`config.mk`:
```
export PLATFORM = sky130hd
export DESIGN_NAME = four_channel_pwm
export DESIGN_NICKNAME = d
export VERILOG_FILES = /design/src/hdl/pwm_pkg.sv /design/src/hdl/pwm_channel.sv /design/src/hdl/four_channel_pwm.sv
export VERILOG_INCLUDE_DIRS = /design/src /design/src/hdl
export SDC_FILE = /design/constraint.sdc
export NUM_CORES = 1
export LEC_CHECK = 0
export ABC_AREA = 1
export ABC_CLOCK_PERIOD_IN_PS = 1900
export BUFFER_PORTS_ARGS = -buffer_cell sky130_fd_sc_hd__buf_2
export CELL_PAD_IN_SITES_DETAIL_PLACEMENT = 1
export CELL_PAD_IN_SITES_GLOBAL_PLACEMENT = 2
export CORE_MARGIN = 2
export CORE_UTILIZATION = 31
export CTS_CLUSTER_SIZE = 20
export DETAILED_ROUTE_END_ITERATION = 8
export PLACE_DENSITY = 0.84
export SLEW_MARGIN = 20
export SYNTH_ARGS = -nofsm -noshare
export SYNTH_HDL_FRONTEND = slang
export SYNTH_SLANG_ARGS = --single-unit
```
`constraint.sdc`:
```
create_clock -name core_clk -period 1.9 [get_ports core_clk]
set_input_delay 0.38 -clock core_clk [delete_from_list [all_inputs] [get_ports core_clk]]
set_output_delay 0.38 -clock core_clk [all_outputs]
set_load 0.01 [all_outputs]
```
`src/hdl/pwm_map.svh`:
```
// Register offsets, field positions and reset values of the four-channel PWM block.
// Assumes a 32-bit classic Wishbone slave with byte addresses.
`ifndef PWM_MAP_SVH
`define PWM_MAP_SVH
`define CH_STRIDE 8'h10
`define OFF_START 8'h00
`define OFF_FLIP 8'h04
`define OFF_COUNT 8'h08
`define OFF_SETUP 8'h40
`define SETUP_EN_LSB 0
`define SETUP_CLK_LSB 4
`define SETUP_PHASE_LSB 8
`define START_RESET 10'h000
`define FLIP_RESET 10'h200
`define SETUP_RESET 12'h000
`define COUNT_MAX 10'h3ff
`define PRESCALE_DIV 8
`endif

```
`src/hdl/pwm_pkg.sv`:
```
// Types shared by the PWM block.
// Assumes pwm_map.svh supplies the numeric constants.
package pwm_pkg;
  typedef logic [9:0] count_t;
  typedef enum logic [2:0] {
    BUS_IDLE = 3'b001,
    BUS_ACK = 3'b010,
    BUS_DONE = 3'b100
  } bus_state_t;
endpackage

```
`src/hdl/pwm_channel.sv`:
```
// One PWM channel: counter, reload and output toggling.
// Assumes a single clock domain and a tick pulse for counting.
`timescale 1ns/1ns
`include "pwm_map.svh"
module pwm_channel
  import pwm_pkg::*;
(
  input wire logic core_clk,
  input wire logic rst,
  input wire logic ce,
  input wire logic enable,
  input wire logic tick,
  input wire logic invert,
  input wire count_t start_count,
  input wire count_t flip_point,
  output count_t count_q,
  output logic wave_q
);
  logic run_q;
  logic level_q;

  // Counter loads the start value when enabled, then counts and reloads after the top.
  always_ff @(posedge core_clk) begin
    if (rst) begin
      count_q <= 10'h000;
      run_q <= 1'b0;
    end else if (ce) begin
      run_q <= enable;
      if (!enable || !run_q) begin
        count_q <= start_count;
      end else if (tick) begin
        if (count_q == `COUNT_MAX) begin
          count_q <= start_count;
        end else begin
          count_q <= count_q + 10'h001;
        end
      end
    end
  end

  // Level starts low at each load and flips where the count meets the flip point.
  always_ff @(posedge core_clk) begin
    if (rst) begin
      level_q <= 1'b0;
    end else if (ce) begin
      if (!enable || !run_q || (tick && count_q == `COUNT_MAX)) begin
        level_q <= 1'b0;
      end else if (tick && count_q == flip_point) begin
        level_q <= ~level_q;
      end
    end
  end

  // Phase select inverts the output; a disabled channel idles low.
  always_ff @(posedge core_clk) begin
    if (rst) begin
      wave_q <= 1'b0;
    end else if (ce) begin
      wave_q <= enable & (level_q ^ invert);
    end
  end

  flip_a: assert property (@(posedge core_clk) disable iff (rst)
    ce && enable && run_q && tick && count_q == flip_point && count_q != `COUNT_MAX
    |=> level_q != $past(level_q)) else $error("level did not flip at flip point");
  reload_a: assert property (@(posedge core_clk) disable iff (rst)
    ce && enable && run_q && tick && count_q == `COUNT_MAX
    |=> count_q == $past(start_count)) else $error("counter did not reload");
  step_a: assert property (@(posedge core_clk) disable iff (rst)
    ce && enable && run_q && tick && count_q != `COUNT_MAX
    |=> count_q == $past(count_q) + 10'h001) else $error("counter did not step");
  idle_a: assert property (@(posedge core_clk) disable iff (rst)
    ce && !enable ##1 ce && !enable |=> !wave_q) else $error("disabled output not low");
  wrap_c: cover property (@(posedge core_clk) disable iff (rst)
    enable && tick && count_q == `COUNT_MAX);
endmodule // pwm_channel

```
`src/hdl/four_channel_pwm.sv`:
```
// Four-channel PWM block with its register file on a classic Wishbone slave.
// Assumes a 10 MHz core_clk, synchronous active-high reset, 32-bit Wishbone.
// How it works
// - Four independent channels, zero to three, each drive their own output.
// - Each channel has a 10-bit readable and writable start count.
// - Each channel has a 10-bit readable and writable flip point.
// - Each channel's live 10-bit count is readable; writes to it are ignored.
// - One shared 12-bit setup register holds enables, clock selects and phase.
// - Channels zero to three drive port pins twenty-six to twenty-nine.
//
// Chosen here: register access over Wishbone and the register addresses.
`timescale 1ns/1ns
`include "pwm_map.svh"
module four_channel_pwm
  import pwm_pkg::*;
#(
  parameter int CHANNELS = 4,
  parameter int PRESCALE = `PRESCALE_DIV
) (
  input wire logic core_clk,
  input wire logic rst,
  input wire logic ce,
  input wire logic wb_cyc_i,
  input wire logic wb_stb_i,
  input wire logic wb_we_i,
  input wire logic [7:0] wb_adr_i,
  input wire logic [3:0] wb_sel_i,
  input wire logic [31:0] wb_dat_i,
  output logic [31:0] wb_dat_o,
  output logic wb_ack_o,
  output logic wb_err_o,
  output logic port_pin_twenty_six,
  output logic port_pin_twenty_seven,
  output logic port_pin_twenty_eight,
  output logic port_pin_twenty_nine
);
  count_t channel_start_count_q [CHANNELS];
  count_t channel_flip_point_q [CHANNELS];
  count_t channel_count_readback [CHANNELS];
  logic [11:0] shared_channel_setup_q;
  logic [CHANNELS-1:0] waves;
  logic [7:0] prescale_q;
  logic slow_tick;
  bus_state_t bus_q;
  logic req;

  // Finds the channel index for a per-channel register, or -1 if none.
  function automatic int chan_of(input logic [7:0] adr);
    if (adr < 8'(CHANNELS * 16)) begin
      return int'(adr[7:4]);
    end else begin
      return -1;
    end
  endfunction

  // Prescaler gives the slow counting clock that a channel may select.
  always_ff @(posedge core_clk) begin
    if (rst) begin
      prescale_q <= 8'h00;
    end else if (ce) begin
      prescale_q <= (prescale_q == 8'(PRESCALE - 1)) ? 8'h00 : prescale_q + 8'h01;
    end
  end
  assign slow_tick = (prescale_q == 8'h00);

  assign req = wb_cyc_i && wb_stb_i && bus_q == BUS_IDLE;

  // Bus handshake: ack one cycle after the request, then one idle cycle.
  always_ff @(posedge core_clk) begin
    if (rst) begin
      bus_q <= BUS_IDLE;
      wb_ack_o <= 1'b0;
      wb_err_o <= 1'b0;
    end else if (ce) begin
      case (bus_q)
        BUS_IDLE: begin
          if (req) begin
            bus_q <= BUS_ACK;
            wb_ack_o <= 1'b1;
          end
        end
        BUS_ACK: begin
          bus_q <= BUS_DONE;
          wb_ack_o <= 1'b0;
        end
        BUS_DONE: begin
          bus_q <= BUS_IDLE;
        end
        default: begin
          bus_q <= BUS_IDLE;
        end
      endcase
    end
  end

  // Register writes land at the request edge; count readback has no write path.
  always_ff @(posedge core_clk) begin
    if (rst) begin
      shared_channel_setup_q <= `SETUP_RESET;
      for (int i = 0; i < CHANNELS; i++) begin
        channel_start_count_q[i] <= `START_RESET;
        channel_flip_point_q[i] <= `FLIP_RESET;
      end
    end else if (ce && req && wb_we_i) begin
      if (wb_adr_i == `OFF_SETUP) begin
        if (wb_sel_i[0]) shared_channel_setup_q[7:0] <= wb_dat_i[7:0];
        if (wb_sel_i[1]) shared_channel_setup_q[11:8] <= wb_dat_i[11:8];
      end else if (chan_of(wb_adr_i) >= 0 && wb_adr_i[3:0] == `OFF_START) begin
        if (wb_sel_i[0]) channel_start_count_q[chan_of(wb_adr_i)][7:0] <= wb_dat_i[7:0];
        if (wb_sel_i[1]) channel_start_count_q[chan_of(wb_adr_i)][9:8] <= wb_dat_i[9:8];
      end else if (chan_of(wb_adr_i) >= 0 && wb_adr_i[3:0] == `OFF_FLIP) begin
        if (wb_sel_i[0]) channel_flip_point_q[chan_of(wb_adr_i)][7:0] <= wb_dat_i[7:0];
        if (wb_sel_i[1]) channel_flip_point_q[chan_of(wb_adr_i)][9:8] <= wb_dat_i[9:8];
      end
    end
  end

  // Read data is captured with the ack; unmapped addresses read zero.
  always_ff @(posedge core_clk) begin
    if (rst) begin
      wb_dat_o <= 32'h0000_0000;
    end else if (ce && req) begin
      if (wb_adr_i == `OFF_SETUP) begin
        wb_dat_o <= {20'h00000, shared_channel_setup_q};
      end else if (chan_of(wb_adr_i) >= 0 && wb_adr_i[3:0] == `OFF_START) begin
        wb_dat_o <= {22'h000000, channel_start_count_q[chan_of(wb_adr_i)]};
      end else if (chan_of(wb_adr_i) >= 0 && wb_adr_i[3:0] == `OFF_FLIP) begin
        wb_dat_o <= {22'h000000, channel_flip_point_q[chan_of(wb_adr_i)]};
      end else if (chan_of(wb_adr_i) >= 0 && wb_adr_i[3:0] == `OFF_COUNT) begin
        wb_dat_o <= {22'h000000, channel_count_readback[chan_of(wb_adr_i)]};
      end else begin
        wb_dat_o <= 32'h0000_0000;
      end
    end
  end

  // One channel instance per channel, each taking its own bit of every setup field.
  generate
    for (genvar g = 0; g < CHANNELS; g++) begin : g_chan
      pwm_channel u_chan (
        .core_clk(core_clk),
        .rst(rst),
        .ce(ce),
        .enable(shared_channel_setup_q[`SETUP_EN_LSB + g]),
        .tick(shared_channel_setup_q[`SETUP_CLK_LSB + g] ? slow_tick : 1'b1),
        .invert(shared_channel_setup_q[`SETUP_PHASE_LSB + g]),
        .start_count(channel_start_count_q[g]),
        .flip_point(channel_flip_point_q[g]),
        .count_q(channel_count_readback[g]),
        .wave_q(waves[g])
      );
    end
  endgenerate

  // Pins take the channel waves through one more register stage.
  always_ff @(posedge core_clk) begin
    if (rst) begin
      port_pin_twenty_six <= 1'b0;
      port_pin_twenty_seven <= 1'b0;
      port_pin_twenty_eight <= 1'b0;
      port_pin_twenty_nine <= 1'b0;
    end else if (ce) begin
      port_pin_twenty_six <= waves[0];
      port_pin_twenty_seven <= waves[1];
      port_pin_twenty_eight <= waves[2];
      port_pin_twenty_nine <= waves[3];
    end
  end

  // Bus handshake checks: a one-cycle ack, one cycle after the taken request.
  ack_once_a: assert property (@(posedge core_clk) disable iff (rst)
    ce && wb_ack_o |=> !wb_ack_o) else $error("ack held more than one cycle");
  ack_time_a: assert property (@(posedge core_clk) disable iff (rst)
    ce && req |=> wb_ack_o) else $error("ack not one cycle after request");

  // Register write checks, for whole words and for a single byte lane.
  setup_wr_a: assert property (@(posedge core_clk) disable iff (rst)
    ce && req && wb_we_i && wb_adr_i == `OFF_SETUP && wb_sel_i == 4'hf
    |=> shared_channel_setup_q == $past(wb_dat_i[11:0])) else $error("setup write lost");
  setup_lane_a: assert property (@(posedge core_clk) disable iff (rst)
    ce && req && wb_we_i && wb_adr_i == `OFF_SETUP && wb_sel_i == 4'h2
    |=> shared_channel_setup_q[7:0] == $past(shared_channel_setup_q[7:0])
    && shared_channel_setup_q[11:8] == $past(wb_dat_i[11:8]))
    else $error("setup lane write wrong");
  start_wr_a: assert property (@(posedge core_clk) disable iff (rst)
    ce && req && wb_we_i && wb_adr_i == `OFF_START && wb_sel_i == 4'hf
    |=> channel_start_count_q[0] == $past(wb_dat_i[9:0])) else $error("start write lost");
  flip_wr_a: assert property (@(posedge core_clk) disable iff (rst)
    ce && req && wb_we_i && wb_adr_i == `OFF_FLIP && wb_sel_i == 4'hf
    |=> channel_flip_point_q[0] == $past(wb_dat_i[9:0])) else $error("flip write lost");
  count_ro_a: assert property (@(posedge core_clk) disable iff (rst)
    ce && req && wb_we_i && wb_adr_i == `OFF_COUNT |=> $stable(channel_start_count_q[0])
    && $stable(channel_flip_point_q[0])) else $error("count write had effect");

  // Readback checks: read data stands with the ack and carries the register.
  rd_setup_a: assert property (@(posedge core_clk) disable iff (rst)
    ce && req && !wb_we_i && wb_adr_i == `OFF_SETUP
    |=> wb_dat_o == {20'h00000, $past(shared_channel_setup_q)})
    else $error("setup readback wrong");
  rd_start_a: assert property (@(posedge core_clk) disable iff (rst)
    ce && req && !wb_we_i && wb_adr_i == `OFF_START
    |=> wb_dat_o[9:0] == $past(channel_start_count_q[0])) else $error("start readback wrong");
  rd_flip_a: assert property (@(posedge core_clk) disable iff (rst)
    ce && req && !wb_we_i && wb_adr_i == `OFF_FLIP
    |=> wb_dat_o[9:0] == $past(channel_flip_point_q[0])) else $error("flip readback wrong");
  rd_count_a: assert property (@(posedge core_clk) disable iff (rst)
    ce && req && !wb_we_i && wb_adr_i == `OFF_COUNT
    |=> wb_dat_o[9:0] == $past(channel_count_readback[0])) else $error("count readback wrong");
  rd_unmapped_a: assert property (@(posedge core_clk) disable iff (rst)
    ce && req && !wb_we_i && wb_adr_i > `OFF_SETUP |=> wb_dat_o == 32'h0000_0000)
    else $error("unmapped read not zero");

  // Pin checks: each pin follows its own channel wave one cycle later.
  pin_six_a: assert property (@(posedge core_clk) disable iff (rst)
    ce |=> port_pin_twenty_six == $past(waves[0])) else $error("pin twenty six mismap");
  pin_seven_a: assert property (@(posedge core_clk) disable iff (rst)
    ce |=> port_pin_twenty_seven == $past(waves[1])) else $error("pin twenty seven mismap");
  pin_eight_a: assert property (@(posedge core_clk) disable iff (rst)
    ce |=> port_pin_twenty_eight == $past(waves[2])) else $error("pin twenty eight mismap");
  pin_map_a: assert property (@(posedge core_clk) disable iff (rst)
    ce |=> port_pin_twenty_nine == $past(waves[3])) else $error("pin twenty nine mismap");

  // Clock-enable check: setup and bus state hold while the enable is low.
  freeze_a: assert property (@(posedge core_clk) disable iff (rst)
    !ce |=> $stable(shared_channel_setup_q) && $stable(bus_q) && $stable(wb_ack_o))
    else $error("state moved while clock enable low");

  // Covers for the main bus and waveform scenarios.
  wr_c: cover property (@(posedge core_clk) req && wb_we_i);
  rd_c: cover property (@(posedge core_clk) req && !wb_we_i);
  sel_c: cover property (@(posedge core_clk) req && wb_we_i && wb_sel_i != 4'hf);
  pin_c: cover property (@(posedge core_clk) port_pin_twenty_six && port_pin_twenty_eight);
endmodule // four_channel_pwm

```
After elaboration in Yosys (flattened, before gate mapping)
Memories as Yosys holds them, arrays and structs flattened. Index checks and enable logic that the tools add are counted. W data, S select, Z words.

Register bits after elaboration: 112. RAM bits: 80. Bits of input ports: 50. Output and inout bits: 38. Memories: 2.

Memories: channel_flip_point_q (words 4, bits a word 10, rd ports 5, clocked after memory_dff 0, write ports 4, RTL line four_channel_pwm.sv:38) `count_t channel_flip_point_q [CHANNELS];`; channel_start_count_q (words 4, bits a word 10, rd ports 5, clocked after memory_dff 0, write ports 4, RTL line four_channel_pwm.sv:37) `count_t channel_start_count_q [CHANNELS];`.

Add/subtract/negate cells: 5. $lt $le $gt $ge: 7. Equality and inequality tests: 15. Muxes and demuxes: 102. Bitwise logic cells: 13. Reductions and logical operators: 58.

Operator list (count): $mux W32 (25); $mux W10 (19); $ge A32 B1 Y1 const B (5); $add A10 B1 Y10 const B (4); $eq A10 B10 Y1 (4); $eq A10 B10 Y1 const B (4); $mux W1 (39); $ge A32 B3 Y1 const B (1); $not A32 Y32 (1); $mux W2 (13); $bmux W10 S2 (1); $reduce_or A10 Y1 (2); $reduce_and A2 Y1 (9); $reduce_bool A2 Y1 (9); $logic_and A1 B1 Y1 (17); $mux W12 (1); $reduce_and A3 Y1 (3); $add A8 B1 Y8 const B (1); $eq A8 B3 Y1 const B (1); $eq A8 B7 Y1 const B (1); $logic_not A1 Y1 (8); $logic_not A8 Y1 (1); $logic_or A1 B1 Y1 (8); $lt A8 B7 Y1 const B (1); 13 further kinds (22).

Depth between registers and ports, before layout
Gate-level depths: netlist of run 1.

Word-level depth: 34. Gate-level depth with buffers: 12.

Modules after synthesis
A second synthesis of run 1 with hierarchy kept.

Cell total of the unflattened synthesis: 1580. Area, all modules: 10741.6 µm².

By module, submodules not included: four_channel_pwm (instances 1, cells an instance 860, area each 6672.6 µm², seq. area each 3203.1 µm²); pwm_channel (instances 4, cells an instance 180, area each 1017.2 µm², seq. area each 260.2 µm²).

Least setup slack after synthesis of run 1
OpenSTA, ideal clock, no wires.

Path type: input to register. Start: in wb_adr_i[5]. End: mem channel_flip_point_q[3][0] (netlist bit) (enable). Arrival time: 1691 ps. Required time: 1530 ps. Slack: -161 ps. Stages on the path: 8. Buffers on the path: 2. Path through: clkbuf_1 > inv_1 > nand2_1 > inv_2 > buf_2 > nand4_1 > nand2_1 > nor2_1.

RTL lines: from (decl) (RTL line four_channel_pwm.sv:26) `input wire logic [7:0] wb_adr_i,`; to (decl) (RTL line four_channel_pwm.sv:38).

Worst setup path after layout of run 1
Start: reg bus_q[2]. End: reg wb_dat_o[3].

Cells in the longest elaborated chain, start to end: 3.

Ends and longest elaborated chain: from (decl) (RTL line four_channel_pwm.sv:44) `bus_state_t bus_q;`; from (signal assigned) (RTL line four_channel_pwm.sv:71) `bus_q <= BUS_IDLE;`; from (signal assigned) (RTL line four_channel_pwm.sv:78) `bus_q <= BUS_ACK;`; from (signal assigned) (RTL line four_channel_pwm.sv:83) `bus_q <= BUS_DONE;`; $eq A3 B1 Y1 (RTL line four_channel_pwm.sv:66) `assign req = wb_cyc_i && wb_stb_i && bus_q == BUS_IDLE;`; $logic_and A1 B1 Y1 (RTL line four_channel_pwm.sv:66); $logic_and A1 B1 Y1 (RTL line four_channel_pwm.sv:122) `end else if (ce && req) begin`; to (signal assigned) (RTL line four_channel_pwm.sv:124) `wb_dat_o <= {20'h00000, shared_channel_setup_q};`; to (signal assigned) (RTL line four_channel_pwm.sv:126) `wb_dat_o <= {22'h000000, channel_start_count_q[chan_of(wb_adr_i)]};`; to (signal assigned) (RTL line four_channel_pwm.sv:128) `wb_dat_o <= {22'h000000, channel_flip_point_q[chan_of(wb_adr_i)]};`; to (decl) (RTL line four_channel_pwm.sv:29) `output logic [31:0] wb_dat_o,`.

Every way passes these cells. A chain may end at the register's enable or synchronous reset.

==> metrics, run 1 <==
net total in the final layout ~1.6k; area of the mapped netlist slightly above 10,000 um^2; crit-path cells inv_2, nand3_4, buf_4, nor2_4, buf_4, o21ai_1, buf_4, nor2_1, nand2_1, a21oi_1; hold violation count in the final report 0; post-layout minimum cycle time 1820 ps; number of flops mapped to enable cells by yosys 80; f_max roughly 550 MHz; share of the synthesized area in the top cell type roughly a quarter; clock latency at the later pin of the worst-skew pair roughly 460 ps; Crit path arrival time 2210 ps; DRC 0; fillcell total ~4k; via count 10.2k; type of the worst setup path flip-flop to flip-flop; leak pwr ~5.6 nW; setup slack, reg-to-reg 80 ps; setup-violating endpoint count in the final report 0; total power density per cell area between 700 and 800 nW/um^2; Max Buffers Root-to-Sink 2; share of layout cells above drive strength 1 between 10% and 20%; fraction of the yosys area taken by sequential cells 41.7%; commonest register cell after synthesis dfxtp_1; number of inserted diodes 0; post-placement cell area between 10,000 and 15,000 um^2; combined global-route utilization of all metal layers 23.6%; fraction of registers with async set or reset after synthesis 0%; leading cell types in the layout, fill and taps excluded nand2_1 (354), inv_1 (184), nor2_1 (183), nand3_1 (131), o21ai_0 (110); HPWL reported at the end of detailed placement slightly above 30,000 um; run status completed; area growth from synthesis to layout 22.1%; #FFs+latches synth around 170; total count of max-transition violations in the final report 0; worst r2r path cells 10; count of cell types in the netlist 40; Crit path largest cell delay ~320 ps; worst min-delay path category primary input to flip-flop; area used by sequential logic in the layout roughly 4300 um^2; total of warnings raised by yosys 0; utilization of the core after routing between 30% and 40%; clock transition time at the flip-flop clock pins of the worst setup and hold paths ~70 ps; Max Clock Skew about 16 ps; Root Buffer Master clkbuf_16; via count of the first global-routing pass roughly 10k; max-slew headroom at the worst pin roughly two thirds; Total Wirelength about 40,000 um; leading cell type in the layout, fill and taps excluded nand2_1; drt pass-1 iters 5; Row Count 66; transition time at the pin with the least slew margin 507 ps; top area cells in the synthesized netlist edfxtp_1 (24%), dfxtp_1 (18%), nand2_1 (14%); chip width 185 um; drt wl/cell 19.3 um; largest driver fanout on the critical path 10; initial core utilization 31.3%; area of the die between 30,000 and 40,000 um^2; maximum level of the CTS H-tree 4; final standard cell area without fillers around 12,000 um^2; pin count of the biggest net entering global routing 35; Synth Area per Inst just under 7 um^2; Vias/cell about 5.0; number of cells produced by synthesis about 1.5k; overall overflow remaining after global route 0; post-layout total power between 8 and 9 mW; drt first-iter violations 740; Critical Path Source bus_q[2]; most common cell type on the critical path buf_4; Post-Route Hold Slack about 220 ps; RR Endpoint wb_dat_o[3]; total clock buffers created by CTS 17; TritonCTS clock tree yes; CP max stage cell dfxtp_2; leading area contributor after synthesis edfxtp_1; crit start category flip-flop; period utilization between 90% and 100%; number of buffer cells added on primary ports between 40 and 50; clk sink count roughly 170; die height 185 um; wire length of the first global-routing pass 59,500 um; I/O pins 88; area of the multi-input gates approximately 5000 um^2; CP endpoint kind flip-flop; data required time at the worst endpoint approximately 2300 ps; initial antenna violation count 0; Routed Antenna Nets 0; core region area around 32,000 um^2; global placer's final weighted congestion between 0.9 and 1; VDD IR-drop max 0.000709 V; cts hold-fix bufs 0; max_cap viols 0; reg2reg start bus_q[2]; Critical Path End wb_dat_o[3]
## how the worst min path moves through the flow
stage	startpoint	to	slack, ps	cells after the start
after floorplan	g_chan[2].u_chan.level_q	g_chan[2].u_chan.level_q	430	2
after global placement	g_chan[2].u_chan.level_q	g_chan[2].u_chan.level_q	440	2
final	wb_dat_i[10]	shared_channel_setup_q[10]	220	3
after global routing	wb_dat_i[11]	shared_channel_setup_q[11]	230	3
after CTS	wb_dat_i[10]	shared_channel_setup_q[10]	210	3
after detailed placement	g_chan[1].u_chan.run_q	g_chan[1].u_chan.run_q	460	2
## final cells by class
class	instances	share of cell area (%)
multi-input combinational	1039	40.4
sequential	172	34.2
timing repair buffer	159	10.0
inverter	194	5.90
tap	442	4.46
clock buffer	21	3.55
clock inverter	11	1.35
timing repair inverter	1	0.0605
## cells by family (layout without fill, tap and decap cells)
group           after synthesis  in the layout  synth area share, %
simple gates                763            763                 32.7
flops                       172            172                 41.7
fa+ha+maj                     6              6                0.738
buf+inv                     273            386                 11.3
compound gates              225            225                 11.4
xor+xnor                     24             24                 2.07
other cells                   1             21               0.0369
## layer usage
layer / track usage, % / part of all wire, %
met3: 3.56 / 5.4
met1: 31.3 / 45
met5: 0 / 0
met4: 8.22 / 2.8
met2: 39.0 / 47
## what timing repair did
item | in CTS | in global routing
pin swaps | 3 | 9
endpoints found under the setup margin | 52 | 187
buffers inserted | 2 | 5
gates cloned | 0 | 1
resized for setup | 13 | 51
## power by group
part           total [mW]  internal, mW  switching (mW)
combinational        1.08         0.365           0.718
sequential           4.10          3.99           0.118
clock                3.80          2.20            1.59
## critical path, delay by kind of cell, from the launching register on
family / cells / cell delay (ps)
buffers and inverters: 4 / 550
and+or+nand+nor: 4 / 670
DFF: 1 / 320
AOI/OAI and AO/OA: 2 / 200
## synthesized netlist by cell type (3+ instances only)
library cell and n:
a21oi_1 94, buf_2 18, buf_4 21, clkbuf_1 36, dfxtp_1 92, edfxtp_1 80, ha_1 6, inv_1 191
nand2_1 370, nand2_4 10, nand3_1 135, nand4_1 22, nand4_2 7, nor2_1 189, nor3_1 13, o211ai_1 6
o21ai_0 117, o21ai_1 3, or2_2 5, xor2_1 24
## flip-flops by register name, summed over array words and instances (netlist names)
| name | cells |
|---|---|
| bus_q | 3 |
| port_pin_twenty_nine | 1 |
| g_chan.u_chan.run_q | 4 |
| g_chan.u_chan.wave_q | 4 |
| channel_flip_point_q | 40 |
| g_chan.u_chan.level_q | 4 |
| prescale_q | 8 |
| port_pin_twenty_six | 1 |
| channel_start_count_q | 40 |
| shared_channel_setup_q | 12 |
| g_chan.u_chan.count_q | 40 |
| port_pin_twenty_seven | 1 |
| wb_dat_o | 12 |
| port_pin_twenty_eight | 1 |
| wb_ack_o | 1 |
## metrics by stage
stage | setup WS [ps] | TNS [ps] | instances
final | 75.1 | 0 | 2039
after detailed placement | -217 | -19800 | 1999
after global routing | -17.4 | -66.1 | 2039
after CTS | -3.12 | -20.9 | 2033
after global placement | -164 | -15010 | 1999
after floorplan | 24.1 | 0 | 1484
Note: power is estimated with default switching activity, not from simulation.
==> run 2, diff against run 1 <==
REMOVE_ABC_BUFFERS = 1   (was unset)
==> metrics, run 2 (synthesized netlist as in run 1, its figures left out) <==
fraction of power consumed by combinational cells 12.5% (+0.4 points); utilization of the core after routing 38.6% (+0.39 points); Vias/cell 4.98 (-0.76%); leading cell type in the layout, fill and taps excluded nand2_1; final standard cell area without fillers 12,500 um^2 (+1.0%); drt pass-1 iters 9 (+4); Root Buffer Master clkbuf_16; leading cell types in the layout, fill and taps excluded nand2_1 (358), inv_1 (183), nor2_1 (179), nand3_1 (131), o21ai_0 (110); Crit path arrival time 2050 ps (-160 ps); post-layout minimum cycle time 1830 ps (+3.53 ps); crit start category flip-flop; clock network power share 40.8% (-1.5 points); number of instances in the placed design 2,006 (+0.35%); HPWL reported at the end of detailed placement 29,400 um (-3.6%); total clock buffers created by CTS 17 (unchanged); Total Wirelength 38,500 um (-2.2%); clock latency at the later pin of the worst-skew pair 450 ps (about the same); crit-path cells inv_2, nand3_4, nor3_4, o211ai_4, nor2_8, o21ai_1, and2_1, buf_12; via count of the first global-routing pass 10.3k (+2.4%); net total in the final layout 1,653 (+0.79%); Routed Antenna Nets 0 (unchanged); post-layout total power 8.79 mW (-2.2%); CP max stage cell dfxtp_2; Max Clock Skew 14.7 ps (-0.908 ps); total count of max-transition violations in the final report 0 (unchanged); f_max 547 MHz (-0.19%); type of the worst setup path flip-flop to flip-flop; TritonCTS clock tree yes; pin count of the biggest net entering global routing 47 (+34%); total power density per cell area 701 nW/um^2 (-3.2%); number of inserted diodes 0 (unchanged); max-slew headroom at the worst pin 63.9% (-1.9 points); run status completed; relative contribution of sequential cells to total power 46.7% (+1.0 points); setup-violating endpoint count in the final report 0 (unchanged); switching share of total power 30.0% (+2.9 points); Largest regs channel_flip_point_q (40), channel_start_count_q (40), g_chan.u_chan.count_q (40); Post-Route Hold Slack 234 ps (+16.0 ps); area of the die 34,300 um^2 (unchanged); I/O pins 88 (unchanged); VDD IR-drop max 0.000569 V (-20%); chip width 185 um (unchanged); post-placement cell area 11,700 um^2 (+1.0%); hold violation count in the final report 0 (unchanged); fillcell total 4,092 (+0.32%); core region area 32,500 um^2 (unchanged); area growth from synthesis to layout 23.3%; data required time at the worst endpoint 2120 ps (-170 ps); die height 185 um (unchanged); P_sw 2.63 mW (+8.4%); wire length of the first global-routing pass 59,300 um (-0.33%); max_cap viols 0 (unchanged); clock transition time at the flip-flop clock pins of the worst setup and hold paths 80 ps (about the same); cts hold-fix bufs 0 (unchanged); initial antenna violation count 0 (unchanged); DRC 0 (unchanged); RSZ-0062 raised after global routing true; Max Buffers Root-to-Sink 2 (unchanged); overall overflow remaining after global route 0 (unchanged); drt first-iter violations 758 (+2.4%); clk sink count 172 (unchanged); transition time at the pin with the least slew margin 541 ps (+34.0 ps); initial core utilization 31.3% (unchanged); period utilization 96.2% (+0.19 points); leak pwr 5.69 nW (+1.5%); number of buffer cells added on primary ports 44 (unchanged); share of layout cells above drive strength 1 17.6% (+0.98 points); worst min-delay path category primary input to flip-flop; Row Count 66 (unchanged); CP endpoint kind flip-flop; via count 10.2k (-0.13%); non-filler instance count after layout 2,052 (+0.64%); internal power 6.15 mW (-6.1%); largest driver fanout on the critical path 8 (-2); Crit path largest cell delay 330 ps (about the same); maximum level of the CTS H-tree 4 (unchanged); drt wl/cell 18.7 um (-2.8%); global placer's final weighted congestion 0.892 (-6.0%); combined global-route utilization of all metal layers 23.1% (-0.41 points)
run 2: worst max-delay path: cells and delay by family, from the launching register on:
family	cells	cell delay, ps
AOI/OAI and AO/OA	2	310
buffers and inverters	2	210
DFF	1	330
and+or+nand+nor	4	760
run 2: path summary, 6_finish.rpt:
path	from	to	slack, ps	depth (start not counted)
hold reg to reg	wb_ack_o	wb_ack_o	470	2
setup reg to reg	bus_q[2]	channel_start_count_q[3][0]	70	8
setup / recovery	bus_q[2]	channel_start_count_q[3][0]	70	8
hold / removal	wb_dat_i[10]	shared_channel_setup_q[10]	230	3
run 2: area by class of cell:
class,instances,area (um^2),area share (%)
inverters,194,736,5.87
clock buffers,18,439,3.50
multi-input cells,1039,5000,39.9
repair buffers,172,1400,11.2
repair inverters,1,7.51,0.0599
well taps,442,553,4.41
flip-flops and latches,172,4250,33.9
clock inverters,14,148,1.18
run 2: through the flow:
stage	worst slack (ps)	setup TNS, ps
detailed placement	-199	-12170
finish	71.6	0
floorplan	-1520	-178150
global route	-31.7	-327
CTS	-19.6	-95.5
global placement	-163	-7110
run 2: layer usage:
metal  part of all wire (%)  vias to the layer above  track usage, %
met1                     45                     4990            29.9
met2                     49                      210            39.4
li1                       -                     4949               -
met3                    3.7                       62            3.40
met4                    2.9                        0            8.10
met5                      0                        -               0
run 2: power by group through the flow:
stage | clock network [mW] | logic, mW | registers, mW
6_report | 3.59 | 1.10 | 4.10
2_1_floorplan | 0 | 0.517 | 4.14
4_1_cts | 3.63 | 1.06 | 4.10
5_1_grt | 3.77 | 1.22 | 4.12
3_5_place_dp | 0 | 1.04 | 4.18
3_3_place_gp | 0 | 1.02 | 4.17
run 2: what timing repair did:
item                                    in CTS  in global routing
gates resized for setup                     13                 53
cloned                                       0                  1
endpoints found under the setup margin      90                179
pin swaps                                    5                  9
setup buffers                                6                  7
==> run 3, diff against run 2 <==
CELL_PAD_IN_SITES_DETAIL_PLACEMENT = 2   (was 1)
==> metrics, run 3 (synthesized netlist as in run 1, its figures left out) <==
worst min-delay path category primary input to flip-flop; drt wl/cell 29.0 um (+55%); initial antenna violation count 1 (+1); Root Buffer Master clkbuf_16; share of layout cells above drive strength 1 22.0% (+4.4 points); via count of the first global-routing pass 12.6k (+22%); combined global-route utilization of all metal layers 32.5% (+9.3 points); number of inserted diodes 0 (unchanged); Max Buffers Root-to-Sink 2 (unchanged); CP endpoint kind flip-flop; DRC 0 (unchanged); fillcell total 3,739 (-8.6%); number of instances in the placed design 2,006 (unchanged); wire length of the first global-routing pass 81,000 um (+37%); global placer's final weighted congestion 0.892 (unchanged); pin count of the biggest net entering global routing 47 (unchanged); Max Clock Skew 29.6 ps (+15.0 ps); leading cell type in the layout, fill and taps excluded nand2_1; drt first-iter violations 957 (+26%); total power density per cell area 697 nW/um^2 (-0.49%); chip width 185 um (unchanged); largest driver fanout on the critical path 8 (unchanged); f_max 467 MHz (-15%); RSZ-0062 raised after global routing true; post-layout minimum cycle time 2140 ps (+314 ps); Largest regs channel_flip_point_q (40), channel_start_count_q (40), g_chan.u_chan.count_q (40); post-layout worst setup margin -243 ps (-314 ps); total met3 wirelength after detailed routing 4040 um (+180%); area of the multi-input gates 5220 um^2 (+4.5%); transition time at the pin with the least slew margin 583 ps (+41.9 ps); hold violation count in the final report 0 (unchanged); Crit path arrival time 2370 ps (+320 ps); clk sink count 172 (unchanged); post-layout total power 9.07 mW (+3.2%); initial core utilization 31.3% (unchanged); die height 185 um (unchanged); total count of max-transition violations in the final report 0 (unchanged); Row Count 66 (unchanged); leading cell types in the layout, fill and taps excluded nand2_1 (338), inv_1 (178), nor2_1 (161), nand3_1 (128), buf_4 (116); overall overflow remaining after global route 0 (unchanged); Vias/cell 5.74 (+15%); met2 wire length 29,000 um (+55%); drt pass-1 iters 6 (-3); cts hold-fix bufs 0 (unchanged); net total in the final layout 1,680 (+1.6%); via count 11.9k (+17%); I/O pins 88 (unchanged); core region area 32,500 um^2 (unchanged); type of the worst setup path flip-flop to flip-flop; setup-violating endpoint count in the final report 152 (+152); maximum level of the CTS H-tree 4 (unchanged); area used by sequential logic in the layout 4250 um^2 (about the same); area of the die 34,300 um^2 (unchanged); period utilization 113% (+17 points); max-slew headroom at the worst pin 61.1% (-2.8 points); failing checks negative setup slack; run status complete, but fails checks; total clock buffers created by CTS 17 (unchanged); number of buffer cells added on primary ports 44 (unchanged); leak pwr 5.83 nW (+2.4%); area growth from synthesis to layout 27.9%; max layer used met4; clock latency at the later pin of the worst-skew pair 500 ps (+50 ps); crit start category flip-flop; routed metal-1 wirelength 21,600 um (+25%); clock transition time at the flip-flop clock pins of the worst setup and hold paths 80 ps (about the same); Routed Antenna Nets 0 (unchanged); data required time at the worst endpoint 2130 ps (about the same); max_cap viols 0 (unchanged); TritonCTS clock tree yes; non-filler instance count after layout 2,079 (+1.3%); Total Wirelength 60,300 um (+57%); VDD IR-drop max 0.000926 V (+63%); HPWL reported at the end of detailed placement 36,100 um (+23%)
-- run 3: cell types whose count changed in the layout (fill, tap and decap cells not counted), moves of 6 or more --
cell / delta
buf_4: +9
buf_6: +14
nand2_1: -20
nand2_2: +18
nor2_1: -18
nor2_2: +9
nor2_4: +9
o21ai_0: -6
-- run 3: per-stage QoR --
step / util [%] / setup TNS (ps) / hold slack, ps / worst slack, ps / area (um^2)
2_1_floorplan: - / -178150 / 435 / -1520 / 9820
3_3_place_gp: 35.9 / -7110 / 445 / -163 / 11700
3_5_place_dp: 35.9 / -26500 / 463 / -456 / 11700
4_1_cts: 38.4 / -210 / 275 / -20.4 / 12500
5_1_grt: 40.1 / -21630 / 314 / -229 / 13000
6_report: 40.1 / -17720 / 304 / -243 / 13000
-- run 3: cell type report --
type / instances / area share [%]
Clock buffer: 19 / 3.33
Clock inverter: 13 / 0.731
Inverter: 194 / 5.70
Multi-Input combinational cell: 1039 / 40.2
Sequential cell: 172 / 32.7
Tap cell: 442 / 4.25
Timing Repair Buffer: 200 / 13.1
-- run 3: per-layer routing --
layer / GRT usage, % / up-vias
met5: 0 / -
met4: 22.8 / 0
met3: 6.27 / 317
met2: 57.2 / 644
met1: 34.9 / 5969
li1: - / 5001
-- run 3: path summary, 6_finish.rpt --
| path | slack, ps | to | startpoint | cells after the start |
|---|---|---|---|---|
| worst max-delay path | -240 | channel_flip_point_q[3][6] | bus_q[1] | 10 |
| worst min-delay path | 300 | shared_channel_setup_q[8] | wb_dat_i[8] | 3 |
| worst max register to register | -240 | channel_flip_point_q[3][6] | bus_q[1] | 10 |
| worst min register to register | 480 | g_chan[2].u_chan.level_q | g_chan[2].u_chan.level_q | 2 |
-- run 3: what timing repair did --
| action | in CTS | in global routing |
|---|---|---|
| setup buffers | 13 | 26 |
| gates resized for setup | 51 | 104 |
| cloned | 0 | 2 |
| endpoints found under the setup margin | 167 | 212 |
| pin swaps | 5 | 18 |
-- run 3: critical path: stages, from the launching register on --
cell     delay [ps]
dfxtp_1         350
inv_2            90
nand3_4         120
nor3_4          270
buf_4           190
nand2_1          70
nand2_2         110
nand4_1         210
buf_4           230
nand2_1         140
nor2_4          110
-- run 3: power by group --
part / switching (mW) / internal, mW / leakage, nW
Combinational: 0.924 / 0.423 / 4.02
Clock: 1.90 / 1.68 / 0.243
Sequential: 0.151 / 3.99 / 1.56
